File: src/rsc_consts.svh
// Offsets, field positions, reset values and timing counts of the ramp and regulator setting bank.
// Assumes a 50 MHz register clock and an APB bus with 8-bit byte addresses.
`ifndef RSC_CONSTS_SVH
`define RSC_CONSTS_SVH

// Register indices as printed; the byte address is four times the index.
`define RSC_IDX_RAMP      6'h11
`define RSC_IDX_LIN_A     6'h12
`define RSC_IDX_LIN_B     6'h13
`define RSC_IDX_STATUS    6'h14
`define RSC_ADDR_RAMP     {`RSC_IDX_RAMP, 2'b00}
`define RSC_ADDR_LIN_A    {`RSC_IDX_LIN_A, 2'b00}
`define RSC_ADDR_LIN_B    {`RSC_IDX_LIN_B, 2'b00}
`define RSC_ADDR_STATUS   {`RSC_IDX_STATUS, 2'b00}

// Reset values.
`define RSC_RST_RAMP      8'h06
`define RSC_RST_LIN_A     8'h09
`define RSC_RST_LIN_B     8'h38

// Field positions of the ramp and mode register.
`define RSC_BIT_GO        7
`define RSC_BIT_BYPASS    6
`define RSC_BIT_PWM_A     5
`define RSC_BIT_PWM_B     4
`define RSC_BIT_PWM_C     3
`define RSC_SLEW_HI       2
`define RSC_SLEW_LO       0
`define RSC_SLEW_IMMED    3'h7

// Field positions of the linear regulator registers.
`define RSC_LIN_A_HI      3
`define RSC_LIN_B_TRACK   6
`define RSC_LIN_B_HI      5
`define RSC_LIN_B_CLAMP   6'h38

// Field positions of the status register.
`define RSC_STAT_TRIG     3

// Ramp dwell times and their cycle counts at the register clock.
`define RSC_CLK_MHZ       50
`define RSC_DWELL_MAX_US  224
`define RSC_DWELL_MIN_NS  3500
`define RSC_DWELL_MAX_CYC (`RSC_DWELL_MAX_US * `RSC_CLK_MHZ)
`define RSC_DWELL_MIN_CYC ((`RSC_DWELL_MIN_NS * `RSC_CLK_MHZ + 999) / 1000)
`define RSC_SLEW_SHIFTS   6

`endif

File: src/rsc_pkg.sv
// Types shared by the ramp and regulator setting bank.
// Assumes the constants header is compiled alongside.
package rsc_pkg;
  typedef logic [5:0] rsc_code_t;
  typedef logic [2:0] rsc_slew_t;
  typedef logic [3:0] rsc_lin_a_t;
endpackage

File: src/rsc_ramp_if.sv
// Step timing signals passed from the dwell timer to the ramp channels.
// Assumes one timer driving all channels on the same clock.
`timescale 1ns/100ps
interface rsc_ramp_if;
  import rsc_pkg::*;
  rsc_slew_t slew_code;
  logic      restart;
  logic      step_tick;
  logic      immediate;

  modport ctrl  (output slew_code, output restart, input step_tick, input immediate);
  modport timer (input slew_code, input restart, output step_tick, output immediate);
  modport chan  (input step_tick, input immediate);
endinterface

File: src/rsc_regulator_ctrl.sv
// Ramp timing, forced PWM and linear regulator level registers behind an APB slave.
// Assumes buck setpoints, their update strobes and the unlock flag come from logic on pclk.
//
// The implementer's own choice: the APB slave port.
`timescale 1ns/100ps
`include "rsc_consts.svh"
module rsc_regulator_ctrl #(
  parameter int DWELL_MAX_CYC = `RSC_DWELL_MAX_CYC,
  parameter int CNT_W         = 14
) (
  input  wire logic                    pclk,
  input  wire logic                    presetn,
  input  wire logic                    psel,
  input  wire logic                    penable,
  input  wire logic                    pwrite,
  input  wire logic [7:0]              paddr,
  input  wire logic [31:0]             pwdata,
  output logic [31:0]                  prdata,
  output logic                         pready,
  output logic                         pslverr,
  input  wire logic                    unlock_ok,
  input  wire rsc_pkg::rsc_code_t [2:0] buck_setpoint_reg,
  input  wire logic [2:0]              setpoint_upd,
  output rsc_pkg::rsc_code_t [2:0]     buck_applied,
  output logic [2:0]                   ramp_busy,
  output logic                         force_pwm_buck_a,
  output logic                         force_pwm_buck_b,
  output logic                         force_pwm_buck_c,
  output rsc_pkg::rsc_lin_a_t          linear_a_level,
  output rsc_pkg::rsc_code_t           linear_b_level
);
  import rsc_pkg::*;

  // Refuse counter widths that the int arithmetic of these checks cannot express.
  if (CNT_W < 1 || CNT_W > 30)
  begin : g_cnt_w_bad
    $error("CNT_W is outside the supported range.");
  end

  // Refuse dwell settings that shift to zero at the fastest stepped code.
  if (DWELL_MAX_CYC < (1 << `RSC_SLEW_SHIFTS))
  begin : g_dwell_too_small
    $error("DWELL_MAX_CYC is too small for the fastest ramp code.");
  end

  // Refuse dwell settings that the dwell counter cannot hold.
  if (DWELL_MAX_CYC >= (1 << CNT_W))
  begin : g_dwell_too_large
    $error("DWELL_MAX_CYC does not fit the dwell counter.");
  end

  // Reset images of the three registers, kept whole so that fields can be picked out.
  localparam logic [7:0] RST_RAMP  = `RSC_RST_RAMP;
  localparam logic [7:0] RST_LIN_A = `RSC_RST_LIN_A;
  localparam logic [7:0] RST_LIN_B = `RSC_RST_LIN_B;

  // Register contents.
  logic       trigger_q;
  logic       trigger_bypass_q;
  logic [2:0] force_pwm_q;
  rsc_slew_t  slew_q;
  rsc_lin_a_t linear_a_q;
  logic       track_q;
  rsc_code_t  linear_b_q;
  rsc_code_t  linear_b_out_q;
  logic [31:0] prdata_q;
  logic       pslverr_q;

  // Bus decode.
  logic       setup;
  logic       access;
  logic       wr;
  logic       hit_ramp;
  logic       hit_lin_a;
  logic       hit_lin_b;
  logic       hit_status;
  logic       mapped;
  logic       prot_hit;
  logic       wr_ok;
  logic       go_pulse;
  logic [2:0] start;
  logic       any_busy;
  logic [7:0] ramp_rd;
  logic [7:0] lin_a_rd;
  logic [7:0] lin_b_rd;
  logic [7:0] stat_rd;
  logic [7:0] rd_byte;
  logic       bad_addr;
  logic       ro_write;
  logic       locked_write;

  rsc_ramp_if rif ();

  // The slave never inserts wait states, so every access phase lasts one cycle
  // and the master sees pready high at its first access edge.
  assign pready  = 1'b1;
  assign prdata  = prdata_q;
  assign pslverr = pslverr_q;

  assign setup  = psel && !penable;
  assign access = psel && penable;
  assign wr     = access && pwrite;

  // Address decode as one priority chain.
  always_comb
  begin
    hit_ramp   = 1'b0;
    hit_lin_a  = 1'b0;
    hit_lin_b  = 1'b0;
    hit_status = 1'b0;
    if (paddr == `RSC_ADDR_RAMP)
      hit_ramp = 1'b1;
    else if (paddr == `RSC_ADDR_LIN_A)
      hit_lin_a = 1'b1;
    else if (paddr == `RSC_ADDR_LIN_B)
      hit_lin_b = 1'b1;
    else if (paddr == `RSC_ADDR_STATUS)
      hit_status = 1'b1;
  end

  assign mapped   = hit_ramp || hit_lin_a || hit_lin_b || hit_status;
  assign prot_hit = hit_ramp || hit_lin_a || hit_lin_b;
  // Protected writes land only while the password logic reports unlock.
  // Unlock is looked at again on the access edge, so a lock in between still refuses.
  assign wr_ok    = wr && unlock_ok;

  // Error causes, judged in the setup cycle with the address and direction then shown.
  // A locked write is flagged here; wr_ok keeps the register itself unchanged.
  assign bad_addr     = !mapped;
  assign ro_write     = pwrite && hit_status;
  assign locked_write = pwrite && prot_hit && !unlock_ok;

  // A trigger write of one starts every channel; zero starts none.
  assign go_pulse = wr_ok && hit_ramp && pwdata[`RSC_BIT_GO];
  // In bypass, each setpoint update starts its own channel.
  // A start during a ramp retargets the channel and restarts the shared timer.
  assign start    = {3{go_pulse}} | (setpoint_upd & {3{trigger_bypass_q}});
  assign any_busy = |ramp_busy;

  // One timing setting and one timer serve all three converters.
  assign rif.slew_code = slew_q;
  assign rif.restart   = |start;

  rsc_step_timer #(
    .MAX_CYC (DWELL_MAX_CYC),
    .CNT_W   (CNT_W)
  ) u_timer (
    .pclk    (pclk),
    .presetn (presetn),
    .tif     (rif)
  );

  // One ramp channel per buck converter.
  // Index 0 is the first converter and index 2 the third, which tracking reads.
  genvar gi;
  generate
    for (gi = 0; gi < 3; gi++)
    begin : g_chan
      rsc_ramp_channel u_chan (
        .pclk     (pclk),
        .presetn  (presetn),
        .rif      (rif),
        .start    (start[gi]),
        .setpoint (buck_setpoint_reg[gi]),
        .applied  (buck_applied[gi]),
        .busy     (ramp_busy[gi])
      );
    end
  endgenerate

  // Trigger bit: a new trigger wins over the self-clear in the same cycle.
  // A zero written to the trigger bit never cuts a ramp in progress short.
  always_ff @(posedge pclk or negedge presetn)
  begin
    if (!presetn)
      trigger_q <= 1'b0;
    else if (go_pulse)
      trigger_q <= 1'b1;
    else if (trigger_q && !any_busy)
      trigger_q <= 1'b0;
  end

  // Mode fields of the ramp register; bit 7 is kept by the trigger process.
  // Fields take effect at the access edge of an unlocked write.
  always_ff @(posedge pclk or negedge presetn)
  begin
    if (!presetn)
    begin
      trigger_bypass_q <= RST_RAMP[`RSC_BIT_BYPASS];
      force_pwm_q      <= RST_RAMP[`RSC_BIT_PWM_A:`RSC_BIT_PWM_C];
      slew_q           <= RST_RAMP[`RSC_SLEW_HI:`RSC_SLEW_LO];
    end
    else if (wr_ok && hit_ramp)
    begin
      trigger_bypass_q <= pwdata[`RSC_BIT_BYPASS];
      force_pwm_q      <= pwdata[`RSC_BIT_PWM_A:`RSC_BIT_PWM_C];
      slew_q           <= pwdata[`RSC_SLEW_HI:`RSC_SLEW_LO];
    end
  end

  // Force bits go straight to the converters.
  assign force_pwm_buck_a = force_pwm_q[2];
  assign force_pwm_buck_b = force_pwm_q[1];
  assign force_pwm_buck_c = force_pwm_q[0];

  // First linear regulator level; upper bits are not stored.
  always_ff @(posedge pclk or negedge presetn)
  begin
    if (!presetn)
      linear_a_q <= RST_LIN_A[`RSC_LIN_A_HI:0];
    else if (wr_ok && hit_lin_a)
      linear_a_q <= pwdata[`RSC_LIN_A_HI:0];
  end

  // Level code goes out unchanged; the analog side maps it to volts.
  assign linear_a_level = linear_a_q;

  // Second linear regulator track bit and level.
  always_ff @(posedge pclk or negedge presetn)
  begin
    if (!presetn)
    begin
      track_q    <= RST_LIN_B[`RSC_LIN_B_TRACK];
      linear_b_q <= RST_LIN_B[`RSC_LIN_B_HI:0];
    end
    else if (wr_ok && hit_lin_b)
    begin
      track_q    <= pwdata[`RSC_LIN_B_TRACK];
      linear_b_q <= pwdata[`RSC_LIN_B_HI:0];
    end
  end

  // Applied level: tracked or own code, clamped at RSC_LIN_B_CLAMP (6'h38).
  // Tracking reads the third setpoint register, not its ramped code, so it moves at once.
  always_ff @(posedge pclk or negedge presetn)
  begin
    if (!presetn)
      linear_b_out_q <= RST_LIN_B[`RSC_LIN_B_HI:0];
    else if (track_q && buck_setpoint_reg[2] >= `RSC_LIN_B_CLAMP)
      linear_b_out_q <= `RSC_LIN_B_CLAMP;
    else if (track_q)
      linear_b_out_q <= buck_setpoint_reg[2];
    else if (linear_b_q >= `RSC_LIN_B_CLAMP)
      linear_b_out_q <= `RSC_LIN_B_CLAMP;
    else
      linear_b_out_q <= linear_b_q;
  end

  assign linear_b_level = linear_b_out_q;

  // Read views; reserved bits read zero.
  // Status mirrors trigger and per-converter busy so software can poll a ramp.
  assign ramp_rd  = {trigger_q, trigger_bypass_q, force_pwm_q, slew_q};
  assign lin_a_rd = {4'h0, linear_a_q};
  assign lin_b_rd = {1'b0, track_q, linear_b_q};
  assign stat_rd  = {4'h0, trigger_q, ramp_busy};

  // Read byte chosen by address; writes and unmapped addresses read zero.
  always_comb
  begin
    rd_byte = 8'h00;
    if (pwrite)
      rd_byte = 8'h00;
    else if (hit_ramp)
      rd_byte = ramp_rd;
    else if (hit_lin_a)
      rd_byte = lin_a_rd;
    else if (hit_lin_b)
      rd_byte = lin_b_rd;
    else if (hit_status)
      rd_byte = stat_rd;
  end

  // Read data is prepared in the setup cycle so it leaves a flip-flop.
  always_ff @(posedge pclk or negedge presetn)
  begin
    if (!presetn)
      prdata_q <= 32'h00000000;
    else if (setup)
      prdata_q <= {24'h000000, rd_byte};
  end

  // Error for unmapped addresses, status writes and locked protected writes.
  always_ff @(posedge pclk or negedge presetn)
  begin
    if (!presetn)
      pslverr_q <= 1'b0;
    else if (setup)
      pslverr_q <= bad_addr || ro_write || locked_write;
  end
endmodule // rsc_regulator_ctrl

File: src/rsc_step_timer.sv
// Dwell timer that paces setpoint steps for all buck converters.
// Assumes restart pulses on every ramp start, on the register clock.
`timescale 1ns/100ps
`include "rsc_consts.svh"
module rsc_step_timer #(
  parameter int MAX_CYC = `RSC_DWELL_MAX_CYC,
  parameter int CNT_W   = 14
) (
  input wire logic pclk,
  input wire logic presetn,
  rsc_ramp_if.timer tif
);
  import rsc_pkg::*;

  localparam logic [CNT_W-1:0] MAX_C = CNT_W'(MAX_CYC);

  logic [CNT_W-1:0] cnt_q;
  logic [CNT_W-1:0] dwell;

  // Each higher slew code halves the dwell per step.
  always_comb
  begin
    dwell = MAX_C >> tif.slew_code;
  end

  assign tif.immediate = (tif.slew_code == `RSC_SLEW_IMMED);
  assign tif.step_tick = (cnt_q == dwell - CNT_W'(1));

  // Counter restarts with each ramp so the first step gets a full dwell.
  always_ff @(posedge pclk or negedge presetn)
  begin
    if (!presetn)
      cnt_q <= '0;
    else if (tif.restart || tif.step_tick || tif.immediate)
      cnt_q <= '0;
    else
      cnt_q <= cnt_q + CNT_W'(1);
  end
endmodule // rsc_step_timer

File: src/rsc_ramp_channel.sv
// One buck converter's applied setpoint, stepped one code per dwell toward its target, or jumped there at the immediate slew code.
// Assumes start pulses for one cycle and setpoint is valid in that cycle.
`timescale 1ns/100ps
module rsc_ramp_channel (
  input  wire logic              pclk,
  input  wire logic              presetn,
  rsc_ramp_if.chan               rif,
  input  wire logic              start,
  input  wire rsc_pkg::rsc_code_t setpoint,
  output rsc_pkg::rsc_code_t     applied,
  output logic                   busy
);
  import rsc_pkg::*;

  rsc_code_t target_q;
  rsc_code_t applied_q;
  logic      init_q;

  assign applied = applied_q;
  assign busy    = (applied_q != target_q);

  // Target is latched when a ramp starts and in the first cycle after reset release.
  always_ff @(posedge pclk or negedge presetn)
  begin
    if (!presetn)
      target_q <= '0;
    else if (start || !init_q)
      target_q <= setpoint;
  end

  // Applied code jumps or steps toward the target.
  always_ff @(posedge pclk or negedge presetn)
  begin
    if (!presetn)
      applied_q <= '0;
    else if (!init_q)
      applied_q <= setpoint;              // Power-up takes the setpoint as is.
    else if (start && rif.immediate)
      applied_q <= setpoint;
    else if (!start && rif.immediate)
      applied_q <= target_q;
    else if (!start && rif.step_tick && applied_q < target_q)
      applied_q <= applied_q + 6'h01;
    else if (!start && rif.step_tick && applied_q > target_q)
      applied_q <= applied_q - 6'h01;
  end

  // Marks the first cycle after reset release.
  always_ff @(posedge pclk or negedge presetn)
  begin
    if (!presetn)
      init_q <= 1'b0;
    else
      init_q <= 1'b1;
  end
endmodule // rsc_ramp_channel

File: config.mk
export PLATFORM = sky130hd
export DESIGN_NAME = rsc_regulator_ctrl
export DESIGN_NICKNAME = d
export VERILOG_FILES = /design/src/rsc_pkg.sv /design/src/rsc_ramp_if.sv /design/src/rsc_regulator_ctrl.sv /design/src/rsc_step_timer.sv /design/src/rsc_ramp_channel.sv
export VERILOG_INCLUDE_DIRS = /design/src
export SDC_FILE = /design/constraint.sdc
export NUM_CORES = 1
export LEC_CHECK = 0
export BUFFER_PORTS_ARGS = -buffer_cell sky130_fd_sc_hd__buf_2
export CAP_MARGIN = 20
export CORE_ASPECT_RATIO = 0.7
export CORE_MARGIN = 1
export CORE_UTILIZATION = 39
export CTS_CLUSTER_DIAMETER = 200
export DETAILED_ROUTE_END_ITERATION = 7
export PLACE_DENSITY = 0.68
export SYNTH_ARGS = -nofsm -noshare
export SYNTH_HDL_FRONTEND = slang
export SYNTH_SLANG_ARGS = --single-unit
File: constraint.sdc
create_clock -name pclk -period 8.8 [get_ports pclk]
set_clock_uncertainty 0.05 [all_clocks]
set_input_delay 0.44 -clock pclk [delete_from_list [all_inputs] [get_ports pclk]]
set_output_delay 0.44 -clock pclk [all_outputs]
set_load 0.01 [all_outputs]
# Word-level counts from Yosys, hierarchy flattened
# Index checks and enable logic that the tools add are counted.
dict set report word_totals {
  ff_bits 85
  inputBits 67
  word_cells 134
}
dict set report op_classes {
  n_addsub 8
  magnitude_cmp 8
  n_eq_ne 12
  shift 1
  n_mux 36
  n_bitwise 2
  reduce_logical 49
}
# operator count
set ops {}
lappend ops {{$mux W6} 18}
lappend ops {{$eq A8 B7 Y1 const B} 4}
lappend ops {{$logic_and A1 B1 Y1} 28}
lappend ops {{$add A6 B1 Y6 const B} 3}
lappend ops {{$gt A6 B6 Y1} 3}
lappend ops {{$lt A6 B6 Y1} 3}
lappend ops {{$ne A6 B6 Y1} 3}
lappend ops {{$sub A6 B1 Y6 const B} 3}
lappend ops {{$mux W8} 2}
lappend ops {{$ne A5 B5 Y1 const B} 3}
lappend ops {{$add A14 B1 Y14 const B} 1}
lappend ops {{$eq A14 B14 Y1} 1}
lappend ops {{$mux W14} 1}
lappend ops {{$mux W7} 2}
lappend ops {{$shr A14 B3 Y14 const A} 1}
lappend ops {{$sub A14 B1 Y14 const B} 1}
lappend ops {{$ge A6 B6 Y1 const B} 2}
lappend ops {{$mux W1} 12}
lappend ops {{$logic_or A1 B1 Y1} 10}
lappend ops {{$logic_not A1 Y1} 8}
lappend ops {{$reduce_or A3 Y1} 2}
lappend ops {{$mux W4} 1}
lappend ops {{$and A3 B3 Y3} 1}
lappend ops {{$eq A3 B3 Y1 const B} 1}
lappend ops {{2 further kinds} 2}

# Logic depth before layout (Yosys ltp)
dict set report depth {
  depth_word 14
  depth_mapped 19
  mapped_depth_nobuf 17
}

# Hierarchy
# Synthesis repeated with hierarchy kept, for this count alone.
dict set report hier_totals {
  cells_unflattened 624
  area_unflattened_um2 5871.9
}
# module instances cells_each area_per_inst_um2 seq_area_each_um2
set by_module_without_submodules {}
lappend by_module_without_submodules {{rsc_ramp_channel (g_chan[0].u_chan ...)} 2 107 940.9 325.3}
lappend by_module_without_submodules {rsc_regulator_ctrl 1 168 1881.8 863.3}
lappend by_module_without_submodules {rsc_step_timer 1 127 1103.6 350.3}
lappend by_module_without_submodules {{rsc_ramp_channel (g_chan[1].u_chan)} 1 115 1004.7 325.3}

# Worst setup path after synthesis
# Ideal clock, no wire load.
dict set report synth_path {
  path_kind {flip-flop to flip-flop}
  from {reg slew_q[2], in the netlist rif.slew_code[2]}
  to {reg g_chan[0].u_chan.applied_q[5]}
  setup_ns 0.132
  arrival_ns 3.846
  t_required_ns 8.618
  path_slack_ns 4.772
  stages_incl_launch_ff 19
  n_path_buf 2
  period_less_slack_ns 4.028
  cell_sequence {dfstp_2 > buf_2 > clkbuf_1 > o21ai_0 > ha_1 > xor2_1 > a2111oi_0 > a31oi_1 > nor4_4 > nand4_1 > ha_1 > a21o_1 > a21oi_1 > o21bai_1 > a21oi_1 > a32o_1 > a221o_1 > mux2i_1 > o21ai_1}
}
dict set report synth_via {
  elab_chain_cells 9
  elab_cells_between_ends 14
  cone_classes {add/sub: 1; eq/ne: 3; shift: 1; mux: 4; reduce/logical: 5}
}
# item line
set synth_lines {}
lappend synth_lines {{start: declaration} rsc_regulator_ctrl.sv:61} ;# rsc_slew_t slew_q;
lappend synth_lines {{start signal: assignment} rsc_regulator_ctrl.sv:191} ;# slew_q <= RST_RAMP[`RSC_SLEW_HI:`RSC_SLEW_LO];
lappend synth_lines {{start signal: assignment} rsc_regulator_ctrl.sv:197} ;# slew_q <= pwdata[`RSC_SLEW_HI:`RSC_SLEW_LO];
lappend synth_lines {{$shr A14 B3 Y14} rsc_step_timer.sv:23} ;# dwell = MAX_C >> tif.slew_code;
lappend synth_lines {{$sub A14 B1 Y14} rsc_step_timer.sv:27} ;# assign tif.step_tick = (cnt_q == dwell - CNT_W'(1));
lappend synth_lines {{$eq A14 B14 Y1} rsc_step_timer.sv:27}
lappend synth_lines {{$logic_and A1 B1 Y1} {rsc_ramp_channel.sv:42, rsc_ramp_channel.sv:44}}
lappend synth_lines {{$logic_and A1 B1 Y1} rsc_ramp_channel.sv:42} ;# else if (!start && rif.step_tick && applied_q < target_q)
lappend synth_lines {{$mux W6} rsc_ramp_channel.sv:42}
lappend synth_lines {{$mux W6} rsc_ramp_channel.sv:40} ;# else if (!start && rif.immediate)
lappend synth_lines {{$mux W6} rsc_ramp_channel.sv:38} ;# else if (start && rif.immediate)
lappend synth_lines {{$mux W6} rsc_ramp_channel.sv:36} ;# else if (!init_q)
lappend synth_lines {{end signal: assignment} rsc_ramp_channel.sv:37} ;# applied_q <= setpoint;
lappend synth_lines {{end signal: assignment} rsc_ramp_channel.sv:39} ;# applied_q <= setpoint;
lappend synth_lines {{end signal: assignment} rsc_ramp_channel.sv:41} ;# applied_q <= target_q;
lappend synth_lines {{end: declaration} rsc_ramp_channel.sv:16} ;# rsc_code_t applied_q;
# Several ways; a longest one is shown, not always the timed one.
# A chain may end at the register's enable or synchronous reset.

# Worst setup path after layout
dict set report layout_path {
  from {reg slew_q[1], in the netlist rif.slew_code[1]}
  to {reg g_chan[0].u_chan.applied_q[5]}
}
# Same word-level chain as after synthesis.

==> flow_summary_export.csv <==
group,metric,value,unit
final_layout,num-nets-final,790,
sta,setup_viol_count_final,0,
final_layout,fillers,1332,
power_and_ir_drop,vdd_drop_max,0.000114,V
synth,synthesis.area,0.00551,sq mm
worst_setup_path,path_class,"flop to flop",
detailed_routing,drcViolationCount,0,
synth,synth_cells,616,
die,start_util,41.0,%
die,dieArea,0.0146,sq mm
die,core,0.0134,sq mm
clocking,clkSlewWorstSetupHoldPaths,0.06,ns
clocking,clock_latency,0.34,ns
detailed_routing,wl_per_cell,15.7,um
min_path,min_path_type,"primary input to flop",
synth,yosys_warnings,0,
die,io-pin-count,135,
sta,tightestPinTransition,0.773,ns
min_path,hold_start,"buck_setpoint_reg[8]",
final_layout,final_core_util,46.8,%
clocking,cts_htree_levels,3,
outcome,status,"complete, no violations",
die,die_w,144,um
final_layout,antenna_cells,0,
sta,grt_setup_unrepaired,"no",
clocking,clockRootBuffer,"clkbuf_16",
die,rows,35,
detailed_routing,drt_wl_total,13.8,mm
placed_design,pre_cts_ws,4.40,ns
placed_design,place_congestion,0.869,
sta,max_clock_freq,0.223,GHz
worst_setup_path,cp-startpoint,"rif.slew_code[1]$_DFFE_PN1P_",
worst_setup_path,cp_max_fo,19,
sta,period_share,50.9,%
placed_design,port_buffers,85,
synth,synth_edf_count,0,
clocking,cts_made_buffers,9,
global_routing,grt_overflow_total,0,
worst_setup_path,end_kind,"flop",
die,die_height,101,um
global_routing,grt_pass1_vias,4447,
synth,ys_seq_area_share,38.9,%
worst_setup_path,startpoint_type,"flop",
sta,setup_slack,4.32,ns
sta,relSlewSlack,48.3,%
synth,avgSynthCellArea,8.94,sq um
sta,hold_viol,0,
run,drv_cap,0,
sta,layout_min_cycle_time,4.48,ns
final_layout,area_delta_synth_final,14.4,%
detailed_routing,avgViaCountPerCell,5.32,
detailed_routing,firstDrtPassIters,5,
detailed_routing,drt_iter0_drc,323,
synth,synth-seq-cells,85,
detailed_routing,routed-via-count,4671,
clocking,cts_buffer_depth,2,
global_routing,grt_start_max_net_pins,80,
final_layout,final_common_cell,"buf_2",
worst_setup_path,required,8.96,ns
clocking,cts_sinks,85,
worst_setup_path,crit_chain,"nand2_1 -> ha_1 -> xor2_1 -> a2111oi_0 -> a31oi_1 -> nor4_4 -> nand4_1 -> ha_1 -> a21o_1 -> a21oi_1 -> o21bai_1 -> a21oi_1 -> a32o_1 -> a221o_1 -> mux2i_1 -> o21ai_1",
synth,async_flop_share,100,%
placed_design,dpl.hpwl,10.4,mm
placed_design,placed_cell_area,0.00596,sq mm
final_layout,layout-drive-gt1-share,19.9,%
detailed_routing,antenna_left,0,
synth,synth_ff_type,"dfrtp_1",
clocking,tritoncts,"done",
worst_setup_path,critPathSlowestCell,"dfstp_2",
power_and_ir_drop,p_leak,2.97,nW
global_routing,grt_pass1_wl,22.5,mm
worst_setup_path,r2r_start,"rif.slew_code[1]$_DFFE_PN1P_",
global_routing,antenna_found_initial,0,
synth,synth_cell_types,59,
worst_setup_path,critical-path-max-stage-delay,0.74,ns
final_layout,mostFrequentLayoutCells,"84 x buf_2, 75 x dfrtp_1, 68 x nand2_1",
worst_setup_path,cpLargestDelayFamily,"compound AO/OA/AOI/OAI gates",
worst_setup_path,cp.arrival,4.64,ns
worst_setup_path,critPathBufInv,0,
global_routing,track_usage,19.8,%
clocking,ctsResizeCount,0,
power_and_ir_drop,p_per_area,203,mW/mm^2
sta,setup_tns,0,ns
final_layout,final_area,0.00630,sq mm
sta,drv_slew,0,
## stage by stage
stage	cells	total power, W	hold WS [ns]
2_1_floorplan	640	0.000781	0.0944
4_1_cts	877	0.00128	0.265
6_report	878	0.00128	0.274
3_5_place_dp	860	0.000888	0.215
3_3_place_gp	860	0.000872	0.211
5_1_grt	878	0.00136	0.271
## routing by layer
| layer | GRT usage, % | vias to the layer above | part of all wire, % |
|---|---|---|---|
| li1 | - | 2256 | - |
| met1 | 28.9 | 2230 | 50 |
| met2 | 28.9 | 167 | 42 |
| met3 | 4.26 | 18 | 6.6 |
| met4 | 6.46 | 0 | 1.3 |
| met5 | 0 | - | 0 |
## state kept, by name, summed over array words and instances, names as in the netlist
signal	count
track_q	1
rif.slew_code	3
u_timer.cnt_q	14
g_chan.u_chan.applied	18
linear_b_level	6
pslverr	1
g_chan.u_chan.target_q	18
g_chan.u_chan.init_q	1
trigger_q	1
linear_b_q	6
force_pwm_q	3
trigger_bypass_q	1
linear_a_level	4
prdata	8
## worst min-delay path: stages
cell     delay (ns)
buf_2          0.09
nand2_1        0.04
o21ai_0        0.06
## where the power goes
part / internal [W] / switching, W / total [W]
clock network: 0.000224 / 0.000166 / 0.000390
logic: 0.000174 / 0.000209 / 0.000383
registers: 0.000437 / 0.0000699 / 0.000507
total: 0.000835 / 0.000445 / 0.00128
## synthesized netlist by cell type, types with 3 or more instances
cell | number | area, sq um
o21a_1 | 3 | 22.5
nand4_1 | 7 | 43.8
buf_4 | 30 | 225
inv_1 | 37 | 139
o21ai_1 | 9 | 45.0
a21oi_1 | 50 | 250
and3_1 | 9 | 56.3
mux2i_1 | 6 | 60.1
a221oi_1 | 3 | 26.3
o21ai_0 | 31 | 155
o21bai_1 | 4 | 30.0
mux2_1 | 8 | 90.1
clkbuf_1 | 16 | 60.1
fa_1 | 3 | 60.1
ha_1 | 32 | 400
nor4_1 | 3 | 18.8
mux2_2 | 21 | 236
nand2_1 | 68 | 255
a21o_1 | 8 | 60.1
dfstp_2 | 10 | 263
nor2_1 | 56 | 210
xor2_1 | 16 | 140
a31oi_1 | 10 | 62.6
o22ai_1 | 16 | 100
dfrtp_1 | 75 | 1880
nor3_1 | 4 | 20.0
nand2b_1 | 3 | 18.8
a22oi_1 | 4 | 30.0
nand3_1 | 15 | 75.1
xnor2_1 | 15 | 131
buf_2 | 6 | 30.0
o211ai_1 | 3 | 22.5
## area by class of cell
cell class | instances | area (sq um) | share of cell area (%)
tap | 185 | 231 | 3.68
clock buffer | 9 | 225 | 3.58
sequential | 85 | 2140 | 34.0
multi-input combinational | 464 | 3000 | 47.6
timing repair buffer | 89 | 480 | 7.63
inverter | 39 | 146 | 2.32
clock inverter | 7 | 80.1 | 1.27
## final timing paths
kind	endpoint	slack (ns)	depth (start not counted)
min in group asynchronous	g_chan[0].u_chan.target_q[3]$_DFFE_PN0P_	0.40	2
hold / removal	g_chan[1].u_chan.target_q[2]$_DFFE_PN0P_	0.27	3
setup / recovery	g_chan[0].u_chan.applied[5]$_DFFE_PN0P_	4.32	16
hold reg to reg	pslverr$_DFFE_PN0P_	0.43	1
setup reg to reg	g_chan[0].u_chan.applied[5]$_DFFE_PN0P_	4.32	16
max in group asynchronous	linear_b_level[3]$_DFF_PN1_	7.46	4
## what timing repair did
action	CTS	global route
hold buffers	1	0
setup buffers	0	0
endpoints found under the setup margin	0	0
hold endpoints to repair	6	0
## logic make-up (layout without fill, tap and decap cells)
group	Yosys count	after routing	synth area share [%]
other	2	26	0.136
AND/OR/NAND/NOR	179	179	14.9
XOR/XNOR	31	31	4.93
adder cells (fa/ha/maj)	36	36	8.54
AO/OA/AOI/OAI	157	157	17.2
multiplexers	35	35	7.02
flip-flops	85	85	38.9
buffers and inverters	91	144	8.38
Note: power is estimated with default switching activity, not from simulation.
